File: src/shared/macrocell_array_defs.vh
// constants for the universal macrocell logic array
`ifndef MACROCELL_ARRAY_DEFS_VH
`define MACROCELL_ARRAY_DEFS_VH

// -----------------------------------------------------------------------------
// register word addresses
// -----------------------------------------------------------------------------
`define ADDR_FUSE_BASE      8'h00
`define ADDR_FUSE_LAST      8'h3F
`define ADDR_CONTROL        8'h40
`define ADDR_STATUS         8'h41

// -----------------------------------------------------------------------------
// control word fields
// -----------------------------------------------------------------------------
`define CTRL_REG_ALLOW_POS  0
`define CTRL_FAMILY_POS     1
`define CTRL_SELECT_LSB     2
`define CTRL_POLARITY_LSB   10
`define CTRL_WIDTH          18

// -----------------------------------------------------------------------------
// status word fields
// -----------------------------------------------------------------------------
`define STAT_OUT_LSB        0
`define STAT_OE_LSB         8
`define STAT_FLOP_LSB       16

// -----------------------------------------------------------------------------
// reset values
// -----------------------------------------------------------------------------
`define RST_CONTROL         18'h00000
`define RST_FUSE            32'h00000000
`define RST_DATA            32'h00000000

`endif

File: src/logic/universal_macrocell_logic_array.v
// sum-of-products array with eight configurable output macrocells
//
// The implementer's own choices: the strobed register port and the placing of the registers.
`timescale 1ns/1ps
`include "macrocell_array_defs.vh"

module universal_macrocell_logic_array #(
    parameter NUM_INPUTS = 8,
    parameter NUM_CELLS  = 8,
    parameter NUM_TERMS  = 8
) (
    input  wire                  clk_sys,
    input  wire                  rst,
    input  wire [NUM_INPUTS-1:0] in_pin,
    input  wire                  clk_pin,
    input  wire                  oe_n_pin,
    input  wire [NUM_CELLS-1:0]  io_in,
    output reg  [NUM_CELLS-1:0]  io_out,
    output reg  [NUM_CELLS-1:0]  io_oe,
    input  wire [7:0]            addr,
    input  wire [31:0]           wr_data,
    input  wire                  wr_en,
    input  wire                  rd_en,
    output reg  [31:0]           rd_data
);

    localparam NUM_SIG   = NUM_INPUTS + NUM_CELLS;
    localparam NUM_COLS  = 2 * NUM_SIG;
    localparam NUM_WORDS = NUM_CELLS * NUM_TERMS;
    localparam SYNC_W    = NUM_INPUTS + NUM_CELLS + 2;

    // -------------------------------------------------------------------------
    // pin synchronisers
    // -------------------------------------------------------------------------
    reg  [SYNC_W-1:0]     sync_a_q;
    reg  [SYNC_W-1:0]     sync_b_q;
    reg                   clk_prev_q;
    wire [NUM_INPUTS-1:0] in_s;
    wire [NUM_CELLS-1:0]  io_s;
    wire                  clk_s;
    wire                  oe_n_s;
    wire                  clk_rise;

    always @(posedge clk_sys or posedge rst) begin
        if (rst) begin
            sync_a_q   <= {SYNC_W{1'b0}};
            sync_b_q   <= {SYNC_W{1'b0}};
            clk_prev_q <= 1'b0;
        end else begin
            sync_a_q   <= {oe_n_pin, clk_pin, io_in, in_pin};
            sync_b_q   <= sync_a_q;
            clk_prev_q <= sync_b_q[SYNC_W-2];
        end
    end

    assign in_s     = sync_b_q[NUM_INPUTS-1:0];
    assign io_s     = sync_b_q[NUM_INPUTS+NUM_CELLS-1:NUM_INPUTS];
    assign clk_s    = sync_b_q[SYNC_W-2];
    assign oe_n_s   = sync_b_q[SYNC_W-1];
    // shared clock pin sampled, so its rate must stay well under clk_sys / 2
    assign clk_rise = clk_s & ~clk_prev_q;

    // -------------------------------------------------------------------------
    // configuration storage
    // -------------------------------------------------------------------------
    reg  [NUM_COLS-1:0]   fuse_q [0:NUM_WORDS-1];
    reg  [`CTRL_WIDTH-1:0] ctrl_q;
    wire                  reg_allow;
    wire                  family_sel;
    wire [NUM_CELLS-1:0]  cfg_sel;
    wire [NUM_CELLS-1:0]  polarity;
    wire                  fuse_wr;
    wire                  ctrl_wr;
    integer               w;

    // status and unmapped addresses take no write
    assign fuse_wr = wr_en & (addr <= `ADDR_FUSE_LAST);
    assign ctrl_wr = wr_en & (addr == `ADDR_CONTROL);

    // fuse words and control word are loaded before use; no shadowing is done
    always @(posedge clk_sys or posedge rst) begin
        if (rst) begin
            for (w = 0; w < NUM_WORDS; w = w + 1) begin
                fuse_q[w] <= {NUM_COLS{1'b0}};
            end
            ctrl_q <= `RST_CONTROL;
        end else begin
            if (fuse_wr) begin
                fuse_q[addr[5:0]] <= wr_data[NUM_COLS-1:0];
            end
            if (ctrl_wr) begin
                ctrl_q <= wr_data[`CTRL_WIDTH-1:0];
            end
        end
    end

    assign reg_allow  = ctrl_q[`CTRL_REG_ALLOW_POS];
    assign family_sel = ctrl_q[`CTRL_FAMILY_POS];
    assign cfg_sel    = ctrl_q[`CTRL_SELECT_LSB +: NUM_CELLS];
    assign polarity   = ctrl_q[`CTRL_POLARITY_LSB +: NUM_CELLS];

    // -------------------------------------------------------------------------
    // AND array columns
    // -------------------------------------------------------------------------
    wire [NUM_SIG-1:0]    sig;
    wire [NUM_COLS-1:0]   col;
    wire [NUM_CELLS-1:0]  feedback;
    reg  [NUM_CELLS-1:0]  flop_q;
    wire [NUM_CELLS-1:0]  flop_d;
    wire [NUM_CELLS-1:0]  flop_en;
    wire [NUM_CELLS-1:0]  pin_d;
    wire [NUM_CELLS-1:0]  oe_d;

    assign sig = {feedback, in_s};

    genvar k;
    generate
        for (k = 0; k < NUM_SIG; k = k + 1) begin : g_col
            assign col[2*k]   = sig[k];
            assign col[2*k+1] = ~sig[k];
        end
    endgenerate

    // -------------------------------------------------------------------------
    // macrocells
    // -------------------------------------------------------------------------
    genvar i;
    genvar t;
    generate
        for (i = 0; i < NUM_CELLS; i = i + 1) begin : g_cell
            wire [NUM_TERMS-1:0] pt;
            wire                 io_mode;
            wire                 reg_mode;
            wire                 sum;
            wire                 fb_sel;
            wire                 adjacent;
            wire [NUM_TERMS-1:0] pt_mask;
            reg                  oe_c;
            reg                  out_c;
            reg                  fb_c;

            for (t = 0; t < NUM_TERMS; t = t + 1) begin : g_term
                // open fuse passes 1, so an empty term is high and a
                // true/inverted pair forces low
                assign pt[t] = &(~fuse_q[i*NUM_TERMS+t] | col);
            end

            assign io_mode  = family_sel & cfg_sel[i];
            assign reg_mode = ~reg_allow & family_sel & ~cfg_sel[i];
            // product-term input mux: first term goes to the enable in I/O modes
            assign pt_mask = {{(NUM_TERMS-1){1'b1}}, ~io_mode};
            assign sum     = |(pt & pt_mask);

            // registered pin shows inverted flop, so d carries the xor
            assign flop_d[i]  = sum ^ polarity[i];
            assign flop_en[i] = reg_mode & clk_rise;
            // output select mux
            always @* begin
                case (reg_mode)
                    1'b1:    out_c = ~flop_q[i];
                    default: out_c = ~(sum ^ polarity[i]);
                endcase
            end
            assign pin_d[i] = out_c;

            // enable select mux
            always @* begin
                case ({family_sel, cfg_sel[i]})
                    2'b10:   oe_c = ~oe_n_s;
                    2'b11:   oe_c = pt[0];
                    2'b00:   oe_c = 1'b1;
                    default: oe_c = 1'b0;
                endcase
            end
            assign oe_d[i] = oe_c;

            // feedback select mux; end cells see the clock and enable pins
            if (i == 0) begin : g_fb_low
                assign fb_sel   = ~reg_allow;
                assign adjacent = oe_n_s;
            end else if (i == NUM_CELLS-1) begin : g_fb_high
                assign fb_sel   = ~reg_allow;
                assign adjacent = clk_s;
            end else if (i == NUM_CELLS/2-1 || i == NUM_CELLS/2) begin : g_fb_mid
                // the two centre cells have no neighbour path
                assign fb_sel   = family_sel;
                assign adjacent = 1'b0;
            end else if (i < NUM_CELLS/2) begin : g_fb_lo_half
                assign fb_sel   = family_sel;
                assign adjacent = io_s[i-1];
            end else begin : g_fb_hi_half
                assign fb_sel   = family_sel;
                assign adjacent = io_s[i+1];
            end

            // feedback mux: flop, own pin, or neighbour path
            always @* begin
                case ({fb_sel, cfg_sel[i]})
                    2'b10:   fb_c = ~flop_q[i];
                    2'b11:   fb_c = io_s[i];
                    default: fb_c = adjacent;
                endcase
            end
            assign feedback[i] = fb_c;
        end
    endgenerate

    // -------------------------------------------------------------------------
    // macrocell flops and pin registers
    // -------------------------------------------------------------------------
    integer c;

    always @(posedge clk_sys or posedge rst) begin
        if (rst) begin
            flop_q <= {NUM_CELLS{1'b0}};
            io_out <= {NUM_CELLS{1'b0}};
            io_oe  <= {NUM_CELLS{1'b0}};
        end else begin
            for (c = 0; c < NUM_CELLS; c = c + 1) begin
                if (flop_en[c]) begin
                    flop_q[c] <= flop_d[c];
                end
            end
            io_out <= pin_d;
            io_oe  <= oe_d;
        end
    end

    // -------------------------------------------------------------------------
    // register read port
    // -------------------------------------------------------------------------
    reg  [31:0]           fuse_rd;
    reg  [31:0]           rd_mux;
    wire [31:0]           ctrl_rd;
    wire [31:0]           status_rd;
    integer               b;

    // fuse word copied bit by bit, so column counts up to 32 read back zero padded, wider ones cut to 32
    always @* begin
        fuse_rd = `RST_DATA;
        for (b = 0; b < NUM_COLS && b < 32; b = b + 1) begin
            fuse_rd[b] = fuse_q[addr[5:0]][b];
        end
    end

    assign ctrl_rd   = {{(32-`CTRL_WIDTH){1'b0}}, ctrl_q};
    assign status_rd = {8'h00, flop_q, io_oe, io_out};

    // unmapped addresses read as zero
    always @* begin
        rd_mux = `RST_DATA;
        if (addr <= `ADDR_FUSE_LAST) begin
            rd_mux = fuse_rd;
        end else if (addr == `ADDR_CONTROL) begin
            rd_mux = ctrl_rd;
        end else if (addr == `ADDR_STATUS) begin
            rd_mux = status_rd;
        end
    end

    always @(posedge clk_sys or posedge rst) begin
        if (rst) begin
            rd_data <= `RST_DATA;
        end else if (rd_en) begin
            rd_data <= rd_mux;
        end else begin
            // data stands only in the cycle after the strobe
            rd_data <= `RST_DATA;
        end
    end

endmodule

File: config.mk
export PLATFORM = sky130hd
export DESIGN_NAME = universal_macrocell_logic_array
export DESIGN_NICKNAME = d
export VERILOG_FILES = /design/src/logic/universal_macrocell_logic_array.v
export VERILOG_INCLUDE_DIRS = /design/src /design/src/shared
export SDC_FILE = /design/constraint.sdc
export NUM_CORES = 2
export LEC_CHECK = 0
export ABC_AREA = 0
export BUFFER_PORTS_ARGS = -buffer_cell sky130_fd_sc_hd__buf_2
export CAP_MARGIN = 20
export CORE_ASPECT_RATIO = 1.5
export CORE_MARGIN = 2
export CORE_UTILIZATION = 40
export DETAILED_ROUTE_END_ITERATION = 8
export SYNTH_ARGS = -nofsm -noshare
export SYNTH_HDL_FRONTEND = slang
export SYNTH_SLANG_ARGS = --single-unit
File: constraint.sdc
create_clock -name clk_sys -period 125.4 [get_ports clk_sys]
set_input_delay 12.54 -clock clk_sys [delete_from_list [all_inputs] [get_ports clk_sys]]
set_output_delay 12.54 -clock clk_sys [all_outputs]
set_load 0.005 [all_outputs]
Word-level counts from Yosys, hierarchy flattened
Cells that the tools add are included.
{ "totals": {"latchBits": 0, "out_inout_bits": 48, "rom_bits": 0, "inputBits": 62, "memories": 0, "register_bits": 2159, "ramBits": 0} }
{ "op_classes": {"order_cmp": 3, "n_mul": 0, "eq_ne": 22, "n_bitwise": 224, "n_shift": 0, "muxes": 34, "n_reduce_logical": 81, "div_mod_pow": 0, "addsub": 0} }
{ "op_table": {"columns": ["cell", "count"], "rows": [
  ["$bwmux W2048", 1],
  ["$not A32 Y32", 64],
  ["$or A32 B32 Y32", 64],
  ["$reduce_and A32 Y1", 64],
  ["$bmux W32 S6", 1],
  ["$demux W32 S6", 1],
  ["$mux W32", 5],
  ["$and A8 B8 Y8", 8],
  ["$reduce_or A8 Y1", 8],
  ["$not A1 Y1", 51],
  ["$mux W24", 2],
  ["$eq A2 B2 Y1 const B", 20],
  ["$and A1 B1 Y1", 28],
  ["$pmux W1 S3", 8],
  ["$eq A8 B7 Y1 const B", 2],
  ["$logic_not A2 Y1", 8],
  ["$pmux W1 S2", 8],
  ["$le A8 B6 Y1 const B", 1],
  ["$mux W1", 8],
  ["$xor A1 B1 Y1", 8],
  ["$ge A7 B7 Y1 const B", 1],
  ["$lt A7 B1 Y1 const B", 1],
  ["$not A6 Y7", 1],
  ["$logic_and A1 B1 Y1", 1]
]} }

Longest topological paths before layout
{ "logic_depth": {"word_depth": 11, "mapped_depth": 13, "ltp_nobuf": 8} }

Worst setup path before layout
OpenSTA, ideal clock, no wires.
{ "synth_timing": {"path_type": "input-to-reg", "from": "in addr[0]", "to": "reg rd_data[24]", "path_buffers": 5, "path_slack_ns": 110.330, "setup_time_ns": 0.142, "cell_stages": 9, "arrival_time_ns": 14.928, "path_cell_list": "buf_2 -> buf_2 -> buf_4 -> buf_2 -> buf_2 -> mux4_2 -> mux4_2 -> a211oi_1 -> a211oi_1"} }
{ "synth_between": {"elab_chain_len": 6} }
{ "synth_rtl": {"columns": ["item", "line_no", "source"], "rows": [
  ["from (decl)", "universal_macrocell_logic_array.v:20", "input wire [7:0] addr,"],
  ["$not A6 Y7 (implied by the code)", "universal_macrocell_logic_array.v:242", "fuse_rd[b] = fuse_q[addr[5:0]][b];"],
  ["$bmux W32 S6", "universal_macrocell_logic_array.v:242", null],
  ["$mux W32 (2 in a row)", null, null],
  ["$mux W32 *", "universal_macrocell_logic_array.v:252", "if (addr <= `ADDR_FUSE_LAST) begin"],
  ["$mux W32 *", "universal_macrocell_logic_array.v:264", "end else if (rd_en) begin"],
  ["to (signal assigned)", "universal_macrocell_logic_array.v:263", "rd_data <= `RST_DATA;"],
  ["to (signal assigned)", "universal_macrocell_logic_array.v:265", "rd_data <= rd_mux;"],
  ["to (signal assigned)", "universal_macrocell_logic_array.v:268", "rd_data <= `RST_DATA;"],
  ["to (decl)", "universal_macrocell_logic_array.v:24", "output reg [31:0] rd_data"]
]} }
Mark *: on every way between the ends. The rest lies on a longest branch, timed or not. The select of a mux whose other input is x is not followed.
A chain may end at the register's enable or synchronous reset.

Worst setup path after layout
{ "layout_timing": {"from": "in addr[0]", "to": "reg rd_data[13]"} }
The elaborated chain is that of the path after synthesis.

==> flow_metrics.py <==
metrics = {
    "run_status": {
        "status": "completed",
    },
    "cts": {
        "cts_root_buffer": "clkbuf_16",
        "cts_hold_buf": 0,
        "postCtsResizedCells": 0,
        "htree_levels": 4,
        "clk_latency_ns": 0.93,
        "cts_tree": "built",
        "numCtsBuffers": 216,
        "clk_pin_slew_ns": 0.07,
        "cts_setup_buffers": 0,
        "cts_sinks": 2159,
        "max-clock-path-buffers": 4,
    },
    "placement": {
        "dp.cells": 11200,
        "gp_congestion": 1.02,
        "hpwl_um": 347000,
        "port_buffers": 109,
    },
    "synth": {
        "synth_area_um2": 112000,
        "yosys_most_used_dff": "dfrtp_1",
        "synth_top_cell_by_area": "dfrtp_1",
        "synthAdderAreaFrac_pct": 0,
        "yosys.area_share.simple_pct": 4.57,
        "synth_area_leaders": "dfrtp_1 48%, mux2_2 21%, mux4_2 13%, mux2i_1 5.1%, nand2_1 1.1%",
        "synth_cell_type_count": 82,
        "synth_nets": 7976,
        "synth_top_area_share_pct": 48.2,
        "async_flop_share_pct": 100,
        "yosysSeqAreaShare_pct": 48.2,
        "synth_compound_area_share_pct": 4.36,
        "avgSynthCellArea_um2": 14.2,
        "synth_edf_count": 0,
        "synthCells": 7914,
        "yosys_warnings": 0,
        "synthMuxAreaShare_pct": 39.5,
        "synth-xor-area-share_pct": 0,
        "synth_top_family_by_area": "multiplexers",
        "synth_seq_cells": 2159,
    },
    "floorplanning": {
        "die-height_um": 653,
        "initial_core_util_pct": 40.1,
        "num_io_pins": 110,
        "die_x_um": 436,
        "core_um2": 280000,
        "dieArea_um2": 285000,
        "num_rows": 238,
    },
    "sta": {
        "rsz0062_at_grt": "false",
        "min_period_ns": 17.29,
        "setup_viol": 0,
        "maxSlewHeadroom_pct": 13.6,
        "fin_hold_ws_ns": 0.346,
        "finClkSkew_ns": 0.0665,
        "max_freq_mhz": 57.8,
        "worst_slew_pin_slew_ns": 1.30,
        "maxSlewViolCount": 0,
        "period_share_pct": 13.8,
        "hold_viol": 0,
        "setup_tns_ns": 0,
    },
    "drt": {
        "wire_per_inst_um": 42.5,
        "drtIter0Drc": 9455,
        "via_per_inst": 6.71,
        "antenna_left": 0,
        "totalWireLength_um": 498000,
        "vias": 78700,
        "first_pass_iters": 8,
        "drc": 0,
    },
    "layout": {
        "fin_cells": 11700,
        "nets": 7774,
        "fillers": 25200,
        "drive_gt1_share_pct": 45.5,
        "syn2layout_area_growth_pct": 10.6,
    },
    "power_and_ir_drop": {
        "power.density_nw_per_um2": 13.8,
        "ir_drop_uv": 10.4,
        "cellLeakagePower_nw": 58.1,
    },
    "setup_path": {
        "end_kind": "register",
        "crit_path_max_fanout": 64,
        "crit_type": "in2reg",
        "worstSetupStartpointType": "primary input",
        "worstPathArrival_ns": 18.10,
        "crit_required_ns": 126.21,
    },
    "global_route": {
        "antenna_found_initial": 85,
        "grt_max_degree": 160,
        "grt_pass1_vias": 78600,
        "grt_overflow": 0,
        "grt_util_all_layers_pct": 34.6,
        "grt_first_pass_wirelength_um": 681000,
    },
    "worst_hold_path": {
        "hold_class": "reg2reg",
    },
    "run": {
        "maxCapViolations": 0,
    },
}
-- synthesized netlist by cell type, types with 6 or more instances --
library cell and instances:
dfrtp_1 2159, mux2_2 2131, mux4_2 648, mux2i_1 570
nand2_1 343, clkbuf_1 316, buf_2 242, buf_1 144
nand4_1 125, nor2b_1 119, a22oi_1 108, nand3_1 92
nor2_1 91, a221oi_1 62, buf_4 57, inv_1 57
o21ai_0 51, a211oi_1 45, a221o_1 41, a222oi_1 41
a21oi_1 40, o2111ai_1 34, a2111oi_0 31, nor4_1 28
and4_1 27, buf_6 24, nor3_1 22, and3_1 21
a22o_1 16, and2_1 16, nand2b_1 15, o311ai_0 14
o31a_1 14, o2111a_1 12, o22ai_1 9, a211o_1 8
or2_2 8, or3_1 8, a2111o_1 7, a2111oi_2 7
or4_1 7, nor2_2 6, o211ai_1 6
-- metrics by stage --
stage / cell area (µm²) / power (mW) / setup slack, ns / utilization [%]
6_report: 124000 / 1.71 / 108.11 / 44.4
5_1_grt: 124000 / 1.75 / 107.73 / 44.3
4_1_cts: 123000 / 1.71 / 108.08 / 44.1
3_5_place_dp: 116000 / 1.03 / 107.11 / 41.6
3_3_place_gp: 116000 / 1.03 / 107.08 / 41.5
2_1_floorplan: 112000 / 0.909 / 51.86 / -
-- flip-flops by register name (all words and copies together) (netlist names) --
signal      flops
ctrl_q         18
io_out          8
fuse_q       2048
clk_prev_q      1
sync_a_q       18
io_oe           8
rd_data        32
sync_b_q       18
flop_q          8
-- critical path: stages --
cell and delay (ns):
buf_8 0.54, buf_4 0.80, buf_4 0.65, buf_4 0.68
buf_4 0.65, mux4_2 0.63, mux4_2 0.58, mux2i_1 0.31
o21ai_0 0.12, a222oi_1 0.32, nor2b_1 0.10
-- layer usage --
layer | GRT usage [%] | routed length (µm) | part of all wire [%] | vias to the layer above
met5 | 0 | 32 | 0.0064 | -
met4 | 32.9 | 57600 | 12 | 6
met3 | 7.65 | 42700 | 8.6 | 1781
met2 | 54.3 | 230000 | 46 | 5082
met1 | 39.0 | 167000 | 34 | 41900
li1 | - | - | - | 29900
-- cell families (layout without fill, tap and decap cells) --
group           Yosys count  count (layout)
buf+inv                 841             805
flops                  2159            2159
compound gates          587             587
mux                    3350            3350
other cells               0             129
simple gates            977             977
-- worst paths after layout --
check,start,end,slack [ns],depth (start not counted)
worst min register to register,sync_a_q[8]$_DFF_PP0_,sync_b_q[8]$_DFF_PP0_,0.35,0
max in group asynchronous,rst,sync_b_q[1]$_DFF_PP0_,108.59,7
min in group asynchronous,rst,fuse_q[2040]$_DFFE_PP0P_,11.74,2
worst max register to register,ctrl_q[1]$_DFFE_PP0P_,flop_q[3]$_DFFE_PP0P_,119.56,12
worst min-delay path,sync_a_q[8]$_DFF_PP0_,sync_b_q[8]$_DFF_PP0_,0.35,0
worst max-delay path,addr[0],rd_data[13]$_DFF_PP0_,108.11,11
-- placed cells by master, fill, tap and decap left out, types with 45 or more instances in the layout --
master and n:
a221oi_1 62, diode_2 129, mux4_2 648, buf_2 79, a211oi_1 45, nand4_1 125, clkbuf_1 54, inv_1 56
nor2b_1 115, buf_4 250, nand2_1 332, a22oi_1 108, clkbuf_16 218, dfrtp_1 2149, mux2_2 2131, o21ai_0 51
nor2_1 71, clkbuf_8 53, mux2i_1 570, nand3_1 90
-- power breakdown --
group / switching [mW] / internal [mW] / total (mW)
Combinational: 0.172 / 0.0888 / 0.261
Sequential: 0.0388 / 0.730 / 0.769
Clock: 0.296 / 0.386 / 0.682
-- cell type report --
class / count / area (µm²) / area share (%)
diodes: 129 / 323 / 0.260
clock buffers: 323 / 6360 / 5.13
clock inverters: 61 / 800 / 0.644
inverters: 58 / 225 / 0.182
multi-input cells: 4914 / 54700 / 44.1
flip-flops and latches: 2159 / 54100 / 43.6
well taps: 3720 / 4650 / 3.75
repair buffers: 363 / 2980 / 2.40
No activity file was read; power rests on OpenSTA's default activity.
